## src/logic/pgpc_pkg.sv

```systemverilog
// Constants and types for the packet GPIO port control block
// Functional notes
// - Configure command 0x22 is answered by type 0x62 with no data bytes.
// - Every pin is sampled as input continuously at 32 Hz.
// - Rising and falling transitions are remembered between host queries.
// - Reported levels come from the slow sampling and are thus debounced.
// - Output byte: 0 low, 1..99 PWM duty at 100 Hz, 100 high, above invalid.
// - Config byte: bit 3 function select, bits 2..0 drive mode, upper bits zero.
// - Modes 000 up/pull-down, 001 push-pull, 010 high-Z, 011 pull-up/down.
// - Modes 100 slow up/high-Z, 101 slow push-pull, 111 high-Z/slow down.
// - Function bit 0 gives default function, 1 gives user control of pin.
// - Save command 0x04 stores pin setup; it returns on power-up. The code restores it only on a bootLoad pulse; reset loads the defaults.
// - Read command 0x23 carries one pin index 0..4; higher indexes reserved.
// - Read reply is type 0x63 with 4 bytes, first echoes the pin index.
// - Second reply byte: level, falling and rising flags; flags clear once read.
// - Reported level is the real sampled pin, not the commanded value.
// - Sampling runs free of reads; pulses between samples go unseen.
// - Third reply byte is the stored level or duty, 0..100.
// - Fourth reply byte is the config byte with upper four bits zero.
package pgpc_pkg;
	localparam int CLK_HZ = 20_000_000;
	localparam int SAMPLE_HZ = 32;
	localparam int PWM_HZ = 100;
	localparam int SAMPLE_PERIOD_CYC = CLK_HZ / SAMPLE_HZ;
	localparam int PWM_PERIOD_CYC = CLK_HZ / PWM_HZ;
	localparam int NUM_PINS = 5;

	localparam logic [7:0] CMD_SAVE = 8'h04;
	localparam logic [7:0] CMD_CFG = 8'h22;
	localparam logic [7:0] CMD_READ = 8'h23;
	localparam logic [7:0] ACK_FLAG = 8'h40;
	localparam logic [7:0] ERR_FLAG = 8'hC0;
	localparam logic [7:0] RSP_CFG = 8'h62;
	localparam logic [7:0] RSP_READ = 8'h63;
	localparam logic [7:0] LEN_READ_RSP = 8'h04;
	localparam logic [7:0] LEVEL_HIGH = 8'h64;
	localparam logic [6:0] PWM_STEPS = 7'h64;

	localparam int CFG_FUNC_BIT = 3;
	localparam logic [2:0] MODE_UP_PULLDN = 3'h0;
	localparam logic [2:0] MODE_PUSHPULL = 3'h1;
	localparam logic [2:0] MODE_HIZ = 3'h2;
	localparam logic [2:0] MODE_PULLUP_DN = 3'h3;
	localparam logic [2:0] MODE_SLOW_UP = 3'h4;
	localparam logic [2:0] MODE_SLOW_PP = 3'h5;
	localparam logic [2:0] MODE_RSVD = 3'h6;
	localparam logic [2:0] MODE_SLOW_DN = 3'h7;

	localparam logic [39:0] DFLT_LEVELS = 40'h64_0000_6400;
	localparam logic [19:0] DFLT_CFGS = 20'h72230;

	localparam logic [3:0] OFF_CMD_TYPE = 4'h0;
	localparam logic [3:0] OFF_CMD_LEN = 4'h1;
	localparam logic [3:0] OFF_CMD_D0 = 4'h2;
	localparam logic [3:0] OFF_CMD_D1 = 4'h3;
	localparam logic [3:0] OFF_CMD_D2 = 4'h4;
	localparam logic [3:0] OFF_CMD_GO = 4'h5;
	localparam logic [3:0] OFF_RSP_TYPE = 4'h8;
	localparam logic [3:0] OFF_RSP_LEN = 4'h9;
	localparam logic [3:0] OFF_RSP_D0 = 4'hA;
	localparam logic [3:0] OFF_RSP_D1 = 4'hB;
	localparam logic [3:0] OFF_RSP_D2 = 4'hC;
	localparam logic [3:0] OFF_RSP_D3 = 4'hD;
	localparam logic [3:0] OFF_STATUS = 4'hE;

	typedef enum logic [1:0] {
		PGPC_IDLE = 2'b01,
		PGPC_EXEC = 2'b10
	} pgpc_state_t;

	// State and edge byte of the read reply
	function automatic logic [7:0] pgpc_state_byte(input logic rise, input logic fall,
			input logic lvl);
		pgpc_state_byte = {5'h00, rise, fall, lvl};
	endfunction
endpackage

```

## src/logic/pgpc_top.sv

```systemverilog
// Packet GPIO port control: command decode, sampling, PWM and pin setup
//
// Design decisions made here: the plain strobed port and the register addresses.
`timescale 1ns/10ps
module pgpc_top
	import pgpc_pkg::*;
#(
	parameter int SamplePeriodCycles = SAMPLE_PERIOD_CYC,
	parameter int PwmPeriodCycles = PWM_PERIOD_CYC
)
(
	input wire logic clk_sys,
	input wire logic rst_b,
	input wire logic [3:0] regAddr,
	input wire logic [7:0] regWrData,
	input wire logic regWrStb,
	input wire logic regRdStb,
	output logic [7:0] regRdData,
	input wire logic bootLoad,
	input wire logic [NUM_PINS-1:0] pinIn,
	input wire logic [NUM_PINS-1:0] altLevel,
	output logic [NUM_PINS-1:0] pinOut,
	output logic [NUM_PINS-1:0] pinOe,
	output logic [NUM_PINS-1:0] pinPullUp,
	output logic [NUM_PINS-1:0] pinPullDn,
	output logic [NUM_PINS-1:0] pinSlow,
	output logic [NUM_PINS-1:0] userMode
);
	localparam int PwmStepCycles = (PwmPeriodCycles / 100 < 1) ? 1 : PwmPeriodCycles / 100;
	localparam int SW = $clog2(SamplePeriodCycles + 1);
	localparam int PW = $clog2(PwmStepCycles + 1);

	pgpc_state_t state_reg;
	pgpc_state_t state_next;
	logic [7:0] cmdType_reg;
	logic [7:0] cmdLen_reg;
	logic [7:0] cmdD0_reg;
	logic [7:0] cmdD1_reg;
	logic [7:0] cmdD2_reg;
	logic [7:0] rspType_reg;
	logic [7:0] rspLen_reg;
	logic [7:0] rspD0_reg;
	logic [7:0] rspD1_reg;
	logic [7:0] rspD2_reg;
	logic [7:0] rspD3_reg;
	logic rspValid_reg;
	logic [7:0] level_reg [NUM_PINS];
	logic [3:0] cfg_reg [NUM_PINS];
	logic [7:0] bootLevel_reg [NUM_PINS];
	logic [3:0] bootCfg_reg [NUM_PINS];
	logic [NUM_PINS-1:0] sampled_reg;
	logic [NUM_PINS-1:0] rise_reg;
	logic [NUM_PINS-1:0] fall_reg;
	logic [SW-1:0] sampleCnt_reg;
	logic [PW-1:0] pwmCnt_reg;
	logic [6:0] pwmStep_reg;
	logic sampleTick;
	logic goStb;
	logic execNow;
	logic idxOk;
	logic cfgOk;
	logic readOk;
	logic saveOk;
	logic [2:0] pinIdx;
	logic [NUM_PINS-1:0] readClr;
	logic [NUM_PINS-1:0] newRise;
	logic [NUM_PINS-1:0] newFall;
	logic [NUM_PINS-1:0] userWant;

	assign goStb = regWrStb && regAddr == OFF_CMD_GO;
	assign execNow = state_reg == PGPC_EXEC;
	assign pinIdx = cmdD0_reg[2:0];
	assign idxOk = cmdD0_reg < 8'(NUM_PINS);
	assign cfgOk = cmdType_reg == CMD_CFG && (cmdLen_reg == 8'h02 || cmdLen_reg == 8'h03)
		&& idxOk && cmdD1_reg <= LEVEL_HIGH;
	assign readOk = cmdType_reg == CMD_READ && cmdLen_reg == 8'h01 && idxOk;
	assign saveOk = cmdType_reg == CMD_SAVE && cmdLen_reg == 8'h00;

	// Command sequencer
	always_comb begin
		case (state_reg)
			PGPC_IDLE: state_next = goStb ? PGPC_EXEC : PGPC_IDLE;
			PGPC_EXEC: state_next = PGPC_IDLE;
			default: state_next = PGPC_IDLE;
		endcase
	end

	always_ff @(posedge clk_sys or negedge rst_b) begin
		if (!rst_b) begin
			state_reg <= PGPC_IDLE;
		end else begin
			state_reg <= state_next;
		end
	end

	// Command byte registers
	always_ff @(posedge clk_sys or negedge rst_b) begin
		if (!rst_b) begin
			cmdType_reg <= 8'h00;
			cmdLen_reg <= 8'h00;
			cmdD0_reg <= 8'h00;
			cmdD1_reg <= 8'h00;
			cmdD2_reg <= 8'h00;
		end else if (regWrStb) begin
			case (regAddr)
				OFF_CMD_TYPE: cmdType_reg <= regWrData;
				OFF_CMD_LEN: cmdLen_reg <= regWrData;
				OFF_CMD_D0: cmdD0_reg <= regWrData;
				OFF_CMD_D1: cmdD1_reg <= regWrData;
				OFF_CMD_D2: cmdD2_reg <= regWrData;
				default: cmdType_reg <= cmdType_reg;
			endcase
		end
	end

	// Reply packet
	always_ff @(posedge clk_sys or negedge rst_b) begin
		if (!rst_b) begin
			rspType_reg <= 8'h00;
			rspLen_reg <= 8'h00;
			rspD0_reg <= 8'h00;
			rspD1_reg <= 8'h00;
			rspD2_reg <= 8'h00;
			rspD3_reg <= 8'h00;
			rspValid_reg <= 1'b0;
		end else if (execNow) begin
			rspValid_reg <= 1'b1;
			rspD0_reg <= 8'h00;
			rspD1_reg <= 8'h00;
			rspD2_reg <= 8'h00;
			rspD3_reg <= 8'h00;
			rspLen_reg <= 8'h00;
			if (readOk) begin
				rspType_reg <= RSP_READ;
				rspLen_reg <= LEN_READ_RSP;
				rspD0_reg <= cmdD0_reg;
				rspD1_reg <= pgpc_state_byte(rise_reg[pinIdx], fall_reg[pinIdx],
					sampled_reg[pinIdx]);
				rspD2_reg <= level_reg[pinIdx];
				rspD3_reg <= {4'h0, cfg_reg[pinIdx]};
			end else if (cfgOk || saveOk) begin
				rspType_reg <= ACK_FLAG | cmdType_reg;
			end else begin
				rspType_reg <= ERR_FLAG | cmdType_reg;
			end
		end else if (goStb) begin
			rspValid_reg <= 1'b0;
		end
	end

	// Pin setup and boot copy
	always_ff @(posedge clk_sys or negedge rst_b) begin
		if (!rst_b) begin
			for (int i = 0; i < NUM_PINS; i++) begin
				level_reg[i] <= DFLT_LEVELS[i*8 +: 8];
				cfg_reg[i] <= DFLT_CFGS[i*4 +: 4];
				bootLevel_reg[i] <= DFLT_LEVELS[i*8 +: 8];
				bootCfg_reg[i] <= DFLT_CFGS[i*4 +: 4];
			end
		end else if (bootLoad) begin
			for (int i = 0; i < NUM_PINS; i++) begin
				level_reg[i] <= bootLevel_reg[i];
				cfg_reg[i] <= bootCfg_reg[i];
			end
		end else if (execNow && cfgOk) begin
			level_reg[pinIdx] <= cmdD1_reg;
			if (cmdLen_reg == 8'h03) begin
				cfg_reg[pinIdx] <= cmdD2_reg[3:0];
			end
		end else if (execNow && saveOk) begin
			for (int i = 0; i < NUM_PINS; i++) begin
				bootLevel_reg[i] <= level_reg[i];
				bootCfg_reg[i] <= cfg_reg[i];
			end
		end
	end

	// Free running sample timer
	// independent of reads
	always_ff @(posedge clk_sys or negedge rst_b) begin
		if (!rst_b) begin
			sampleCnt_reg <= '0;
		end else if (sampleTick) begin
			sampleCnt_reg <= '0;
		end else begin
			sampleCnt_reg <= sampleCnt_reg + 1'b1;
		end
	end
	assign sampleTick = sampleCnt_reg == SW'(SamplePeriodCycles - 1);

	assign newRise = sampleTick ? (pinIn & ~sampled_reg) : '0;
	assign newFall = sampleTick ? (~pinIn & sampled_reg) : '0;
	assign readClr = (execNow && readOk) ? NUM_PINS'(1) << pinIdx : '0;

	always_ff @(posedge clk_sys or negedge rst_b) begin
		if (!rst_b) begin
			sampled_reg <= '0;
		end else if (sampleTick) begin
			sampled_reg <= pinIn;
		end
	end

	always_ff @(posedge clk_sys or negedge rst_b) begin
		if (!rst_b) begin
			rise_reg <= '0;
			fall_reg <= '0;
		end else begin
			rise_reg <= (rise_reg & ~readClr) | newRise;
			fall_reg <= (fall_reg & ~readClr) | newFall;
		end
	end

	// PWM timebase: 100 steps per period
	always_ff @(posedge clk_sys or negedge rst_b) begin
		if (!rst_b) begin
			pwmCnt_reg <= '0;
			pwmStep_reg <= 7'h00;
		end else if (pwmCnt_reg == PW'(PwmStepCycles - 1)) begin
			pwmCnt_reg <= '0;
			pwmStep_reg <= (pwmStep_reg == PWM_STEPS - 7'h01) ? 7'h00 : pwmStep_reg + 7'h01;
		end else begin
			pwmCnt_reg <= pwmCnt_reg + 1'b1;
		end
	end

	always_comb begin
		for (int i = 0; i < NUM_PINS; i++) begin
			userWant[i] = {1'b0, pwmStep_reg} < level_reg[i];
		end
	end

	for (genvar g = 0; g < NUM_PINS; g++) begin : gPin
		pgpc_pin_drive uDrive (
			.clk_sys(clk_sys),
			.rst_b(rst_b),
			.pinCfg(cfg_reg[g]),
			.userWant(userWant[g]),
			.altWant(altLevel[g]),
			.padOut(pinOut[g]),
			.padOe(pinOe[g]),
			.padPullUp(pinPullUp[g]),
			.padPullDn(pinPullDn[g]),
			.padSlow(pinSlow[g])
		);
	end

	always_ff @(posedge clk_sys or negedge rst_b) begin
		if (!rst_b) begin
			userMode <= '0;
		end else begin
			for (int i = 0; i < NUM_PINS; i++) begin
				userMode[i] <= cfg_reg[i][CFG_FUNC_BIT];
			end
		end
	end

	// Read port: data stand one cycle after the strobe
	always_ff @(posedge clk_sys or negedge rst_b) begin
		if (!rst_b) begin
			regRdData <= 8'h00;
		end else if (regRdStb) begin
			case (regAddr)
				OFF_CMD_TYPE: regRdData <= cmdType_reg;
				OFF_CMD_LEN: regRdData <= cmdLen_reg;
				OFF_CMD_D0: regRdData <= cmdD0_reg;
				OFF_CMD_D1: regRdData <= cmdD1_reg;
				OFF_CMD_D2: regRdData <= cmdD2_reg;
				OFF_RSP_TYPE: regRdData <= rspType_reg;
				OFF_RSP_LEN: regRdData <= rspLen_reg;
				OFF_RSP_D0: regRdData <= rspD0_reg;
				OFF_RSP_D1: regRdData <= rspD1_reg;
				OFF_RSP_D2: regRdData <= rspD2_reg;
				OFF_RSP_D3: regRdData <= rspD3_reg;
				OFF_STATUS: regRdData <= {6'h00, execNow, rspValid_reg};
				default: regRdData <= 8'h00;
			endcase
		end else begin
			regRdData <= 8'h00;
		end
	end
endmodule

```

## src/logic/pgpc_pin_drive.sv

```systemverilog
// One pin driver: drive mode and function select to pad controls
`timescale 1ns/10ps
module pgpc_pin_drive
	import pgpc_pkg::*;
(
	input wire logic clk_sys,
	input wire logic rst_b,
	input wire logic [3:0] pinCfg,
	input wire logic userWant,
	input wire logic altWant,
	output logic padOut,
	output logic padOe,
	output logic padPullUp,
	output logic padPullDn,
	output logic padSlow
);
	logic want;

	// Function select picks user or default level
	// function select
	assign want = pinCfg[CFG_FUNC_BIT] ? userWant : altWant;

	always_ff @(posedge clk_sys or negedge rst_b) begin
		if (!rst_b) begin
			padOut <= 1'b0;
			padOe <= 1'b0;
			padPullUp <= 1'b0;
			padPullDn <= 1'b0;
			padSlow <= 1'b0;
		end else begin
			padOut <= want;
			padPullUp <= 1'b0;
			padPullDn <= 1'b0;
			padSlow <= pinCfg[2];
			case (pinCfg[2:0])
				MODE_UP_PULLDN: begin
					padOe <= want;
					padPullDn <= ~want;
				end
				MODE_PUSHPULL: padOe <= 1'b1;
				MODE_PULLUP_DN: begin
					padOe <= ~want;
					padPullUp <= want;
				end
				MODE_SLOW_UP: padOe <= want;
				MODE_SLOW_PP: padOe <= 1'b1;
				MODE_SLOW_DN: padOe <= ~want;
				default: padOe <= 1'b0;
			endcase
		end
	end
endmodule

```

## config.mk

```make
export PLATFORM = sky130hd
export DESIGN_NAME = pgpc_top
export DESIGN_NICKNAME = d
export VERILOG_FILES = /design/src/logic/pgpc_pkg.sv /design/src/logic/pgpc_top.sv /design/src/logic/pgpc_pin_drive.sv
export SDC_FILE = /design/constraint.sdc
export NUM_CORES = 1
export LEC_CHECK = 0
export BUFFER_PORTS_ARGS = -buffer_cell sky130_fd_sc_hd__buf_2
export CAP_MARGIN = 10
export CORE_AREA = 2 2 157 159
export DETAILED_ROUTE_END_ITERATION = 12
export DIE_AREA = 0 0 159 161
export GPL_ROUTABILITY_DRIVEN = 0
export PLACE_DENSITY = 0.76
export SETUP_SLACK_MARGIN = 0.02
export SKIP_LAST_GASP = 1
export SYNTH_ARGS = -nofsm -noshare
export SYNTH_HDL_FRONTEND = slang
export SYNTH_SLANG_ARGS = --single-unit
```

## constraint.sdc

```tcl
create_clock -name clk_sys -period 3.64 [get_ports clk_sys]
set_clock_uncertainty 0.05 [all_clocks]
set_input_delay 0.728 -clock clk_sys [delete_from_list [all_inputs] [get_ports clk_sys]]
set_output_delay 0.728 -clock clk_sys [all_outputs]
set_load 0.01 [all_outputs]
```

== Word-level counts from Yosys, hierarchy flattened ==
Cells that the tools add are included.

* Add/sub/neg operators: 3
* Order comparisons: 10
* Equality and inequality tests: 48
* Shifts and indexed selects: 1
* Muxes and demuxes: 62
* Bitwise operators: 17
* Reductions and logical operators: 45

{| class="wikitable"
|+ Operator list
! cell !! number
|-
| 8-bit case mux with 12 select lines || 1
|-
| 20-bit two-way mux || 4
|-
| 40-bit two-way mux || 2
|-
| 8-bit two-way mux || 8
|-
| 3-bit equality test (second input constant) || 15
|-
| 40-bit bitwise mux || 1
|-
| 7-bit by 8-bit less-than comparator with 1-bit output || 5
|-
| 2-bit OR reduction || 15
|-
| 4-bit equality test (second input constant) || 7
|-
| 8-bit binary-select mux with 3-bit select || 1
|-
| 8-bit demux with 3-bit select || 1
|-
| 20-bit by 1-bit adder with 20-bit output (second input constant) || 1
|-
| 5-bit AND || 4
|-
| 20-bit bitwise mux || 1
|-
| 20-bit equality test (second input constant) || 1
|-
| 1-bit two-way mux || 20
|-
| 8-bit by 2-bit equality test with 1-bit output (second input constant) || 2
|-
| 8-bit by 6-bit equality test with 1-bit output (second input constant) || 2
|-
| 4-bit two-way mux || 4
|-
| 3-bit by 1-bit equality test with 1-bit output (second input constant) || 5
|-
| 3-bit by 2-bit equality test with 1-bit output (second input constant) || 5
|-
| 3-bit logical NOT || 5
|-
| 5-bit two-way mux || 3
|-
| 5-bit NOT || 3
|-
| 35 further kinds || 70
|}

* Flip-flop bits (word level): 302
* Bits of input ports: 27
* Output and inout port bits: 38
* Logic and storage cells: 252

== Longest topological paths before layout ==
Gate-level depths: netlist (run 1).

* Depth in word-level cells: 9
* Gate-level depth with buffers: 7
* Mapped depth without buffers: 7

== Modules after synthesis ==
A second synthesis (run 1) with hierarchy kept.

* Cell total of the unflattened synthesis: 1236
* Area, all modules: 13812.0 um^2

{| class="wikitable"
|+ By module, submodules not included
! module !! times used !! cells an instance !! area each (um^2) !! sequential area each (um^2)
|-
| pgpc_top || 1 || 1186 || 12929.9 || 6565.0
|-
| pgpc_pin_drive || 5 || 10 || 176.4 || 125.1
|}

== Least setup slack after synthesis (run 1) ==
Ideal clock, no wire load.

* Kind: flip-flop to flip-flop
* Start point: register cmdType_reg[3]
* End point: register bootCfg_reg[7] in the netlist's numbering
* Setup time: 0.127 ns
* Arrival time: 2.678 ns
* Data required time: 3.463 ns
* Slack: 0.784 ns
* Cell stages (with the launch flop): 8
* Buffers on the path: 2
* Path through: dfrtp_1 or4_1 or4_1 buf_4 nor4_4 nor3b_4 buf_6 mux2_1

* Cells in the longest elaborated chain, start to end: 7
* Elaborated cells on any way between the ends: 10

{| class="wikitable"
|+ Ends and longest elaborated chain
! what !! line !! text
|-
| start, declared || pgpc_top.sv:35 || <nowiki>logic [7:0] cmdType_reg;</nowiki>
|-
| start signal, assigned || pgpc_top.sv:106 || <nowiki>OFF_CMD_TYPE: cmdType_reg <= regWrData;</nowiki>
|-
| start signal, assigned || pgpc_top.sv:111 || <nowiki>default: cmdType_reg <= cmdType_reg;</nowiki>
|-
| 8-bit by 6-bit equality test with 1-bit output || pgpc_top.sv:74 || <nowiki>assign cfgOk = cmdType_reg == CMD_CFG && (cmdLen_reg == 8'h02 || cmdLen_reg == 8'h03)</nowiki>
|-
| 1-bit logical AND || pgpc_top.sv:74 ||
|-
| 1-bit logical AND (2 in a row) || pgpc_top.sv:75 || <nowiki>&& idxOk && cmdD1_reg <= LEVEL_HIGH;</nowiki>
|-
| 1-bit logical AND || pgpc_top.sv:165 || <nowiki>end else if (execNow && cfgOk) begin</nowiki>
|-
| 1-bit NOT (no line) || - ||
|-
| 3-bit AND reduction (no line) (*) || - ||
|-
| end signal, assigned by index || pgpc_top.sv:158 || <nowiki>bootCfg_reg[i] <= DFLT_CFGS[i*4 +: 4];</nowiki>
|-
| end signal, assigned by index || pgpc_top.sv:173 || <nowiki>bootCfg_reg[i] <= cfg_reg[i];</nowiki>
|-
| end, declared || pgpc_top.sv:50 || <nowiki>logic [3:0] bootCfg_reg [NUM_PINS];</nowiki>
|}

Mark *: on every way between the ends. The rest lies on a longest branch, timed or not.
A chain may end at the register's enable or synchronous reset.

== Final worst setup path (run 1) ==
* Start point: register cmdType_reg[3]
* End point: register rspD1_reg[2]

* Cells in the longest elaborated chain, start to end: 4

{| class="wikitable"
|+ Ends and longest elaborated chain
! what !! line !! text
|-
| 8-bit by 6-bit equality test with 1-bit output || pgpc_top.sv:76 || <nowiki>assign readOk = cmdType_reg == CMD_READ && cmdLen_reg == 8'h01 && idxOk;</nowiki>
|-
| 1-bit logical AND (2 in a row) || pgpc_top.sv:76 ||
|-
| 3-bit two-way mux || pgpc_top.sv:133 || <nowiki>if (readOk) begin</nowiki>
|-
| end signal, assigned || pgpc_top.sv:137 || <nowiki>rspD1_reg <= pgpc_state_byte(rise_reg[pinIdx], fall_reg[pinIdx],</nowiki>
|-
| end, declared || pgpc_top.sv:43 || <nowiki>logic [7:0] rspD1_reg;</nowiki>
|}

Every way passes these cells.

==> impl_metrics.py, run 1 <==
metrics = {
    "placement": {
        "placement.io_buffers": 64,
        "place_inst": 1572,
        "place_area_sq_um": 14400,
        "pre_cts_ws_ns": 0.519,
        "dpl.hpwl_um": 22400,
    },
    "cells_and_area": {
        "fill_cells": 1919,
        "final_cell_mix": "dfrtp_1 (259), nand2_1 (123), o21ai_0 (82)",
        "finalInstanceArea_sq_um": 15300,
        "finalNonFillerCells": 1629,
        "layout_commonest_cell": "dfrtp_1",
        "drive_gt1_share_pct": 19.2,
        "fin_nets": 1340,
        "areaGrowthSynthToFinish_pct": 10.5,
    },
    "setup_path": {
        "cp-start-kind": "flip-flop",
        "path_class": "reg2reg",
        "crit_required_ns": 4.04,
        "endpoint_kind": "flip-flop",
        "cpMostUsedCell": "or4_1",
        "crit_slowest_cell": "or4_1",
        "path_max_fanout": 19,
        "arrival_ns": 3.58,
        "cpPeakStageDelay_ns": 0.66,
        "path_cells": "or4_1 -> or4_1 -> buf_4 -> or4_1 -> buf_4 -> o32ai_1",
    },
    "timing": {
        "rsz0062_at_grt": "false",
        "min_period_ns": 3.17,
        "finalCritPeriodShare_pct": 87.2,
        "slew_headroom_pct": 50.7,
        "tightest_slew_ns": 0.740,
        "setup_viol_count_final": 0,
        "slew_violations": 0,
        "hold_ws_ns": 0.100,
        "fin_setup_tns_ns": 0,
        "hold_viol_final": 0,
        "clock.fmax_ghz": 0.315,
        "fin_ws_ns": 0.468,
    },
    "global_routing": {
        "grt_util_all_layers_pct": 26.1,
        "antenna_found_initial": 0,
        "grt-ovfl-total": 0,
        "grt_pass1_wl_um": 54000,
        "first_global_vias": 9943,
        "grt_max_degree": 92,
    },
    "clock_network": {
        "cts.repair.resized": 0,
        "cts_max_level": 1,
        "hold_buffers": 0,
        "insertion_delay_ns": 0.56,
        "cts_sinks": 286,
        "cts_buffers": 30,
        "postCtsSetupRepairBufs": 0,
        "path_clk_slew_ns": 0.06,
        "cts_tree": "built",
        "cts_buffer_depth": 3,
        "cts-root-buf": "clkbuf_16",
    },
    "flow_run": {
        "timing.max_cap.violations": 0,
    },
    "logic_synthesis": {
        "yosysSeqAreaShare_pct": 51.8,
        "synth_area_sq_um": 13900,
        "synthFlopType": "dfrtp_1",
        "ys.warnings.count": 0,
        "synth_nets": 1305,
        "synth_cells": 1245,
        "ys_async_sr_fraction_pct": 100,
        "synth-edff-count": 0,
        "synth_cell_types": 63,
        "ys_ff_latch": 286,
        "syn_avg_cell_area_sq_um": 11.1,
    },
    "detailed_routing": {
        "first_pass_iters": 5,
        "wl_um": 32700,
        "drc": 0,
        "wl_per_cell_um": 20.1,
        "via_count": 9964,
        "drtIter0Drc": 908,
        "viasPerCell": 6.12,
        "ant_nets": 0,
    },
    "pwr": {
        "p_per_area_nw_per_um2": 470,
        "leakage_nw": 6.91,
        "peakVddDrop_uv": 337,
    },
    "floorplanning": {
        "placeableCoreArea_sq_um": 24000,
        "num_rows": 57,
        "start_util_pct": 57.9,
        "die_h_um": 161,
        "die_w_um": 159,
        "io_pins": 65,
        "dieArea_sq_um": 25600,
    },
    "outcome": {
        "run_status": "completed",
    },
    "hold_path": {
        "hold_class": "in2async",
    },
}
## per-stage QoR
step	util (%)	power, mW
floorplan	-	3.97
global placement	60.0	4.27
detailed placement	60.0	4.29
CTS	64.0	7.23
global route	64.0	7.47
finish	64.0	7.20
## synth_stat cells (4+ instances only)
cell type / instances / area (sq um)
nor2_1: 42 / 158
a211oi_1: 4 / 30.0
xnor2_1: 15 / 131
a22o_1: 4 / 35.0
clkbuf_1: 45 / 169
nor2b_1: 21 / 131
nand2b_1: 33 / 206
nor3b_1: 10 / 75.1
ha_1: 33 / 413
and4_1: 4 / 35.0
a21oi_1: 34 / 170
xor2_1: 12 / 105
or4_1: 4 / 30.0
nand3_1: 26 / 130
buf_6: 7 / 78.8
a31oi_1: 5 / 31.3
a22oi_1: 6 / 45.0
nor4_1: 13 / 81.3
o31ai_1: 13 / 97.6
a211o_1: 5 / 43.8
nand2_1: 123 / 462
buf_4: 26 / 195
buf_1: 5 / 18.8
dfrtp_1: 259 / 6480
a221oi_1: 4 / 35.0
and3_1: 10 / 62.6
a221o_1: 35 / 350
mux4_2: 5 / 113
o21ai_0: 82 / 410
o22ai_1: 12 / 75.1
dfstp_2: 27 / 709
and2_1: 7 / 43.8
mux2_2: 63 / 709
buf_2: 6 / 30.0
inv_1: 45 / 169
and4b_1: 5 / 50.1
o211ai_1: 11 / 82.6
nand3b_1: 14 / 105
nand4_1: 15 / 93.8
nor3_1: 34 / 170
nor4_4: 6 / 128
mux2i_1: 21 / 210
mux2_1: 60 / 676
or2_2: 5 / 31.3
## routing by layer
metal / GRT usage [%] / wire (um) / vias up
met2: 41.2 / 15200 / 365
met5: 0 / 0 / -
met4: 9.09 / 1020 / 0
met1: 36.7 / 14100 / 4968
met3: 5.08 / 2400 / 75
li1: - / - / 4556
## path summary, 6_finish.rpt
path | from | endpoint | slack [ns] | depth (start not counted)
worst max-delay path | cmdType_reg[3] | rspD1_reg[2] | 0.47 | 6
worst min-delay path | rst_b | sampleCnt_reg[5] | 0.1 | 1
worst max register to register | cmdType_reg[3] | rspD1_reg[2] | 0.47 | 6
worst min register to register | cfg_reg[2] | gPin[4].uDrive.padSlow | 0.39 | 0
max in group asynchronous | rst_b | cfg_reg[5] | 2.51 | 2
min in group clk_sys | pinIn[3] | sampled_reg[3] | 0.36 | 3
## logic make-up (layout without fill, tap and decap cells)
logic type	after synthesis	in the layout	share of synthesized area, %
XOR/XNOR	27	27	1.70
flip-flops	286	286	51.8
other	0	1	0
AO/OA/AOI/OAI	233	233	11.2
adder cells (fa/ha/maj)	33	33	2.98
multiplexers	149	149	12.3
buffers and inverters	134	193	4.76
AND/OR/NAND/NOR	383	383	15.2
## critical path, delay by kind of cell, from the launching register on
family                 cells  cell delay [ns]
DFF                        1             0.41
buffers and inverters      2             0.52
and+or+nand+nor            3             1.81
AOI/OAI and AO/OA          1             0.28
## power by group
part,total (mW),switching [mW],internal [mW]
sequential,3.49,0.164,3.33
combinational,0.762,0.468,0.294
clock,2.95,1.23,1.71
## area by class of cell
| type | count | area [sq um] | area share, % |
|---|---|---|---|
| Multi-Input combinational cell | 825 | 6030 | 39.3 |
| Antenna cell | 1 | 2.50 | 0.0163 |
| Tap cell | 324 | 405 | 2.64 |
| Sequential cell | 286 | 7190 | 46.9 |
| Clock buffer | 45 | 868 | 5.66 |
| Clock inverter | 11 | 85.1 | 0.555 |
| Timing Repair Buffer | 92 | 581 | 3.79 |
| Inverter | 45 | 169 | 1.10 |
No activity file was read; power rests on OpenSTA's default activity.
==> run 2: changes to the inputs <==
--- a/config.mk
+++ b/config.mk
@@ -11,6 +11,7 @@
 export DETAILED_ROUTE_END_ITERATION = 12
 export DIE_AREA = 0 0 159 161
 export GPL_ROUTABILITY_DRIVEN = 0
+export HOLD_SLACK_MARGIN = 0.08
 export PLACE_DENSITY = 0.76
 export SETUP_SLACK_MARGIN = 0.02
 export SKIP_LAST_GASP = 1
==> constraint.sdc (replaced) <==
create_clock -name clk_sys -period 3.64 [get_ports clk_sys]
set_clock_uncertainty 0.05 [all_clocks]
set_input_delay 0 -clock clk_sys [delete_from_list [all_inputs] [get_ports clk_sys]]
set_output_delay 0 -clock clk_sys [all_outputs]
set_load 0.01 [all_outputs]
==> impl_metrics.py, run 2 (synthesized netlist as in run 1, its figures left out) <==
metrics = {
    "outcome": {
        "run_status": "completed",
    },
    "floorplanning": {
        "die_h_um": 161,
        "die_w_um": 159,
        "io_pins": 65,
        "num_rows": 57,
        "dieArea_sq_um": 25600,
        "placeableCoreArea_sq_um": 24000,
        "start_util_pct": 57.9,
    },
    "global_routing": {
        "first_global_vias": 9955,
        "grt_util_all_layers_pct": 26.2,
        "grt_max_degree": 106,
        "antenna_found_initial": 1,
        "grt-ovfl-total": 0,
        "grt_pass1_wl_um": 54100,
    },
    "timing": {
        "setup_viol_count_final": 0,
        "rsz0062_at_grt": "false",
        "hold_ws_ns": 0.117,
        "slew_headroom_pct": 33.5,
        "clock.fmax_ghz": 0.306,
        "fin_ws_ns": 0.376,
        "fin_setup_tns_ns": 0,
        "min_period_ns": 3.26,
        "hold_viol_final": 0,
        "tightest_slew_ns": 0.997,
        "slew_violations": 0,
        "finalCritPeriodShare_pct": 89.7,
    },
    "setup_path": {
        "path_class": "reg2reg",
        "cpMostUsedCell": "or4_1",
        "path_cells": "or4_1 -> or4_1 -> buf_4 -> or4_1 -> buf_4 -> o32ai_1",
        "r2r_start": "cmdType_reg[3]",
        "cp-start-kind": "flip-flop",
        "cpPeakStageDelay_ns": 0.68,
        "crit_start": "cmdType_reg[3]",
        "endpoint_kind": "flip-flop",
        "path_max_fanout": 19,
        "regToRegEndpoint": "rspD1_reg[2]",
        "arrival_ns": 3.67,
        "ff2ff_path_depth": 6,
        "crit_required_ns": 4.04,
        "r2r_slack_ns": 0.38,
        "crit_slowest_cell": "or4_1",
    },
    "detailed_routing": {
        "via_count": 10001,
        "first_pass_iters": 5,
        "wl_um": 32900,
        "viasPerCell": 6.05,
        "drtIter0Drc": 821,
        "ant_nets": 0,
        "wl_per_cell_um": 19.9,
        "drc": 0,
    },
    "clock_network": {
        "cts_buffers": 30,
        "cts-root-buf": "clkbuf_16",
        "path_clk_slew_ns": 0.06,
        "insertion_delay_ns": 0.55,
        "cts_max_level": 1,
        "cts_buffer_depth": 3,
        "cts_tree": "built",
        "cts_sinks": 286,
    },
    "pwr": {
        "peakVddDrop_uv": 318,
        "p_int_mw": 5.91,
        "leakage_nw": 7.11,
        "p_comb_share_pct": 9.9,
        "p_per_area_nw_per_um2": 494,
        "switching_share_pct": 24.1,
        "switchingPower_mw": 1.88,
        "total_power_mw": 7.79,
        "clkPwrFrac_pct": 45.2,
        "p_seq_share_pct": 44.8,
    },
    "cells_and_area": {
        "finalNonFillerCells": 1652,
        "final_cell_mix": "dfrtp_1 (259), nand2_1 (123), o21ai_0 (82)",
        "diodes": 0,
        "layout_commonest_cell": "dfrtp_1",
        "fin_nets": 1364,
        "drive_gt1_share_pct": 18.8,
        "areaGrowthSynthToFinish_pct": 13.8,
    },
    "flow_run": {
        "timing.max_cap.violations": 0,
    },
    "placement": {
        "place_inst": 1567,
        "placement.io_buffers": 64,
        "pre_cts_ws_ns": 0.505,
        "dpl.hpwl_um": 22200,
    },
    "hold_path": {
        "hold_depth": 5,
        "holdPathEnd": "regRdData[2]",
        "hold_class": "in2reg",
        "hp-start": "regAddr[2]",
    },
}
[run 2: layer usage]
layer / vias up / global-route usage (%) / share of wire (%)
met4: 0 / 9.17 / 3.3
met1: 4961 / 37.1 / 44
met2: 360 / 41.8 / 46
li1: 4595 / - / -
met3: 85 / 3.70 / 6.8
met5: - / 0 / 0
[run 2: metrics by stage]
stage / instance area, sq um / util [%]
6_report: 15800 / 65.9
5_1_grt: 15800 / 65.9
4_1_cts: 15800 / 65.9
3_5_place_dp: 14300 / 59.8
3_3_place_gp: 14300 / 59.8
2_1_floorplan: 13900 / -
[run 2: repair_timing]
action / in CTS / in global routing
endpoints found under the setup margin: 0 / 0
hold endpoints to repair: 203 / 0
hold buffers: 29 / 0
buffers inserted: 0 / 0
gates resized for setup: 0 / 0
[run 2: how the worst max path moves through the flow]
stage	depth (start not counted)	end	slack (ns)
2_1_floorplan	7	bootCfg_reg[7]	0.78
3_3_place_gp	6	rspD1_reg[2]	0.55
3_5_place_dp	6	rspD1_reg[2]	0.51
4_1_cts	6	rspD1_reg[2]	0.46
5_1_grt	6	rspD1_reg[2]	0.33
6_report	6	rspD1_reg[2]	0.38
[run 2: cell type report]
cell class                      instances  area (sq um)
Tap cell                              324           405
Clock buffer                           44           905
Clock inverter                         12           260
Inverter                               45           169
Sequential cell                       286          7190
Timing Repair Buffer                  116           821
Multi-Input combinational cell        825          6030
Fill cell                            1843          8180
[run 2: power groups by stage]
stage          Sequential [mW]  Clock (mW)  Combinational [mW]
6_report                  3.49        3.52               0.773
4_1_cts                   3.49        3.57               0.769
5_1_grt                   3.51        3.72               0.838
2_1_floorplan             3.47           0               0.497
3_5_place_dp              3.54           0               0.744
3_3_place_gp              3.54           0               0.732
[run 2: worst max-delay path, delay by kind of cell (launching register included)]
kind	cells	cell delay, ns
flops	1	0.40
buf+inv	2	0.55
compound gates	1	0.30
simple gates	3	1.87
==> run 3: changes to the inputs <==
--- a/config.mk
+++ b/config.mk
@@ -12,6 +12,7 @@
 export DIE_AREA = 0 0 159 161
 export GPL_ROUTABILITY_DRIVEN = 0
 export HOLD_SLACK_MARGIN = 0.08
+export MAX_ROUTING_LAYER = met4
 export PLACE_DENSITY = 0.76
 export SETUP_SLACK_MARGIN = 0.02
 export SKIP_LAST_GASP = 1
==> constraint.sdc (replaced) <==
create_clock -name clk_sys -period 3.5 [get_ports clk_sys]
set_clock_uncertainty 0.05 [all_clocks]
set_input_delay 0 -clock clk_sys [delete_from_list [all_inputs] [get_ports clk_sys]]
set_output_delay 0 -clock clk_sys [all_outputs]
set_load 0.01 [all_outputs]
==> impl_metrics.py, run 3 (synthesized netlist as in run 1, its figures left out) <==
metrics = {
    "detailed_routing": {
        "wl_um": 33400,
        "ant_nets": 0,
        "drc": 0,
        "via_count": 9974,
        "wl_per_cell_um": 20.2,
        "viasPerCell": 6.03,
        "drtIter0Drc": 856,
        "first_pass_iters": 5,
    },
    "timing": {
        "slew_headroom_pct": 48.0,
        "min_period_ns": 3.19,
        "setup_viol_count_final": 0,
        "hold_viol_final": 0,
        "slew_violations": 0,
        "finalCritPeriodShare_pct": 91.1,
        "clock.fmax_ghz": 0.314,
        "rsz0062_at_grt": "false",
        "tightest_slew_ns": 0.777,
        "fin_setup_tns_ns": 0,
    },
    "cells_and_area": {
        "layout_commonest_cell": "dfrtp_1",
        "fin_nets": 1365,
        "areaGrowthSynthToFinish_pct": 13.1,
        "finalNonFillerCells": 1653,
        "final_core_util_pct": 65.5,
        "drive_gt1_share_pct": 18.6,
        "diodes": 0,
        "final_cell_mix": "dfrtp_1 (259), nand2_1 (123), o21ai_0 (82)",
    },
    "global_routing": {
        "grt_util_all_layers_pct": 27.7,
        "antenna_found_initial": 0,
        "grt_max_degree": 77,
        "first_global_vias": 10058,
        "use_met2_pct": 43.5,
        "grt-ovfl-total": 0,
        "met1_usage_pct": 36.8,
        "grt_busiest_layer": "met2",
        "grt_pass1_wl_um": 55000,
        "grtUsageMet3_pct": 5.19,
    },
    "clock_network": {
        "path_clk_slew_ns": 0.06,
        "cts_buffers": 30,
        "cts_tree": "built",
        "hold_buffers": 29,
        "cts_max_level": 1,
        "postCtsSetupRepairBufs": 0,
        "insertion_delay_ns": 0.56,
        "cts_buffer_depth": 3,
        "cts.repair.resized": 0,
        "cts_sinks": 286,
        "cts-root-buf": "clkbuf_16",
    },
    "floorplanning": {
        "dieArea_sq_um": 25600,
        "start_util_pct": 57.9,
        "io_pins": 65,
        "placeableCoreArea_sq_um": 24000,
        "die_h_um": 161,
        "num_rows": 57,
        "die_w_um": 159,
    },
    "setup_path": {
        "arrival_ns": 3.60,
        "ff2ff_path_depth": 6,
        "path_max_fanout": 19,
        "cpPeakStageDelay_ns": 0.67,
        "crit_slowest_cell": "or4_1",
        "cpMostUsedCell": "or4_1",
        "r2r_start": "cmdLen_reg[2]",
        "regToRegEndpoint": "rspD1_reg[2]",
        "critPathBufInv": 2,
        "path_class": "reg2reg",
        "crit_required_ns": 3.91,
        "path_cells": "or4_1 -> or4_1 -> buf_4 -> or4_1 -> buf_4 -> o32ai_1",
        "cp-start-kind": "flip-flop",
        "endpoint_kind": "flip-flop",
        "crit_family": "simple AND/OR/NAND/NOR gates",
        "r2r_slack_ns": 0.31,
    },
    "outcome": {
        "run_status": "completed",
    },
    "pwr": {
        "leakage_nw": 7.06,
        "p_per_area_nw_per_um2": 497,
        "peakVddDrop_uv": 342,
        "total_power_mw": 7.80,
    },
    "placement": {
        "dpl.hpwl_um": 22600,
        "placement.io_buffers": 64,
        "place_inst": 1568,
    },
    "flow_run": {
        "timing.max_cap.violations": 0,
    },
    "hold_path": {
        "hold_class": "in2async",
    },
}
[run 3: cell type report]
class,instances,area (sq um)
fillers,1864,8270
well taps,324,405
repair buffers,117,858
flip-flops and latches,286,7190
multi-input cells,825,6030
clock inverters,13,201
clock buffers,43,841
inverters,45,169
[run 3: power breakdown]
| part | switching, mW | total, mW | leakage [nW] | internal [mW] |
|---|---|---|---|---|
| registers | 0.177 | 3.64 | 3.68 | 3.46 |
| clock network | 1.32 | 3.35 | 0.505 | 2.04 |
| logic | 0.485 | 0.814 | 2.87 | 0.329 |
| total | 1.98 | 7.80 | 7.06 | 5.83 |
[run 3: worst max-delay path by stage]
| stage | from | endpoint | slack [ns] | depth (start not counted) |
|---|---|---|---|---|
| after detailed placement | cmdLen_reg[2] | rspD1_reg[2] | 0.38 | 6 |
| final | cmdLen_reg[2] | rspD1_reg[2] | 0.31 | 6 |
| after CTS | cmdLen_reg[2] | rspD1_reg[2] | 0.35 | 6 |
| after floorplan | cmdType_reg[3] | bootCfg_reg[7] | 0.64 | 7 |
| after global placement | cmdType_reg[3] | rspD1_reg[2] | 0.41 | 6 |
| after global routing | cmdLen_reg[2] | rspD2_reg[1] | 0.18 | 6 |
[run 3: per-layer routing]
metal | up-vias | share of wire, % | wire length [um]
met2 | 347 | 47 | 15700
met3 | 79 | 7.1 | 2360
li1 | 4590 | - | -
met4 | 0 | 2.8 | 943
met5 | - | 0 | 0
met1 | 4958 | 43 | 14400
[run 3: stage by stage]
stage                     area (sq um)  worst slack, ns  hold WS (ns)
after floorplan                  13900            0.644        -0.346
after global placement           14300            0.412        0.0254
after detailed placement         14300            0.377       0.00849
after CTS                        15700            0.347        0.0880
after global routing             15700            0.175         0.117
final                            15700            0.311        0.0916
[run 3: worst register-to-register path: cells and delay by family, from the launching register on]
kind	cells	cell delay [ns]
compound gates	1	0.29
flops	1	0.39
buf+inv	2	0.52
simple gates	3	1.83
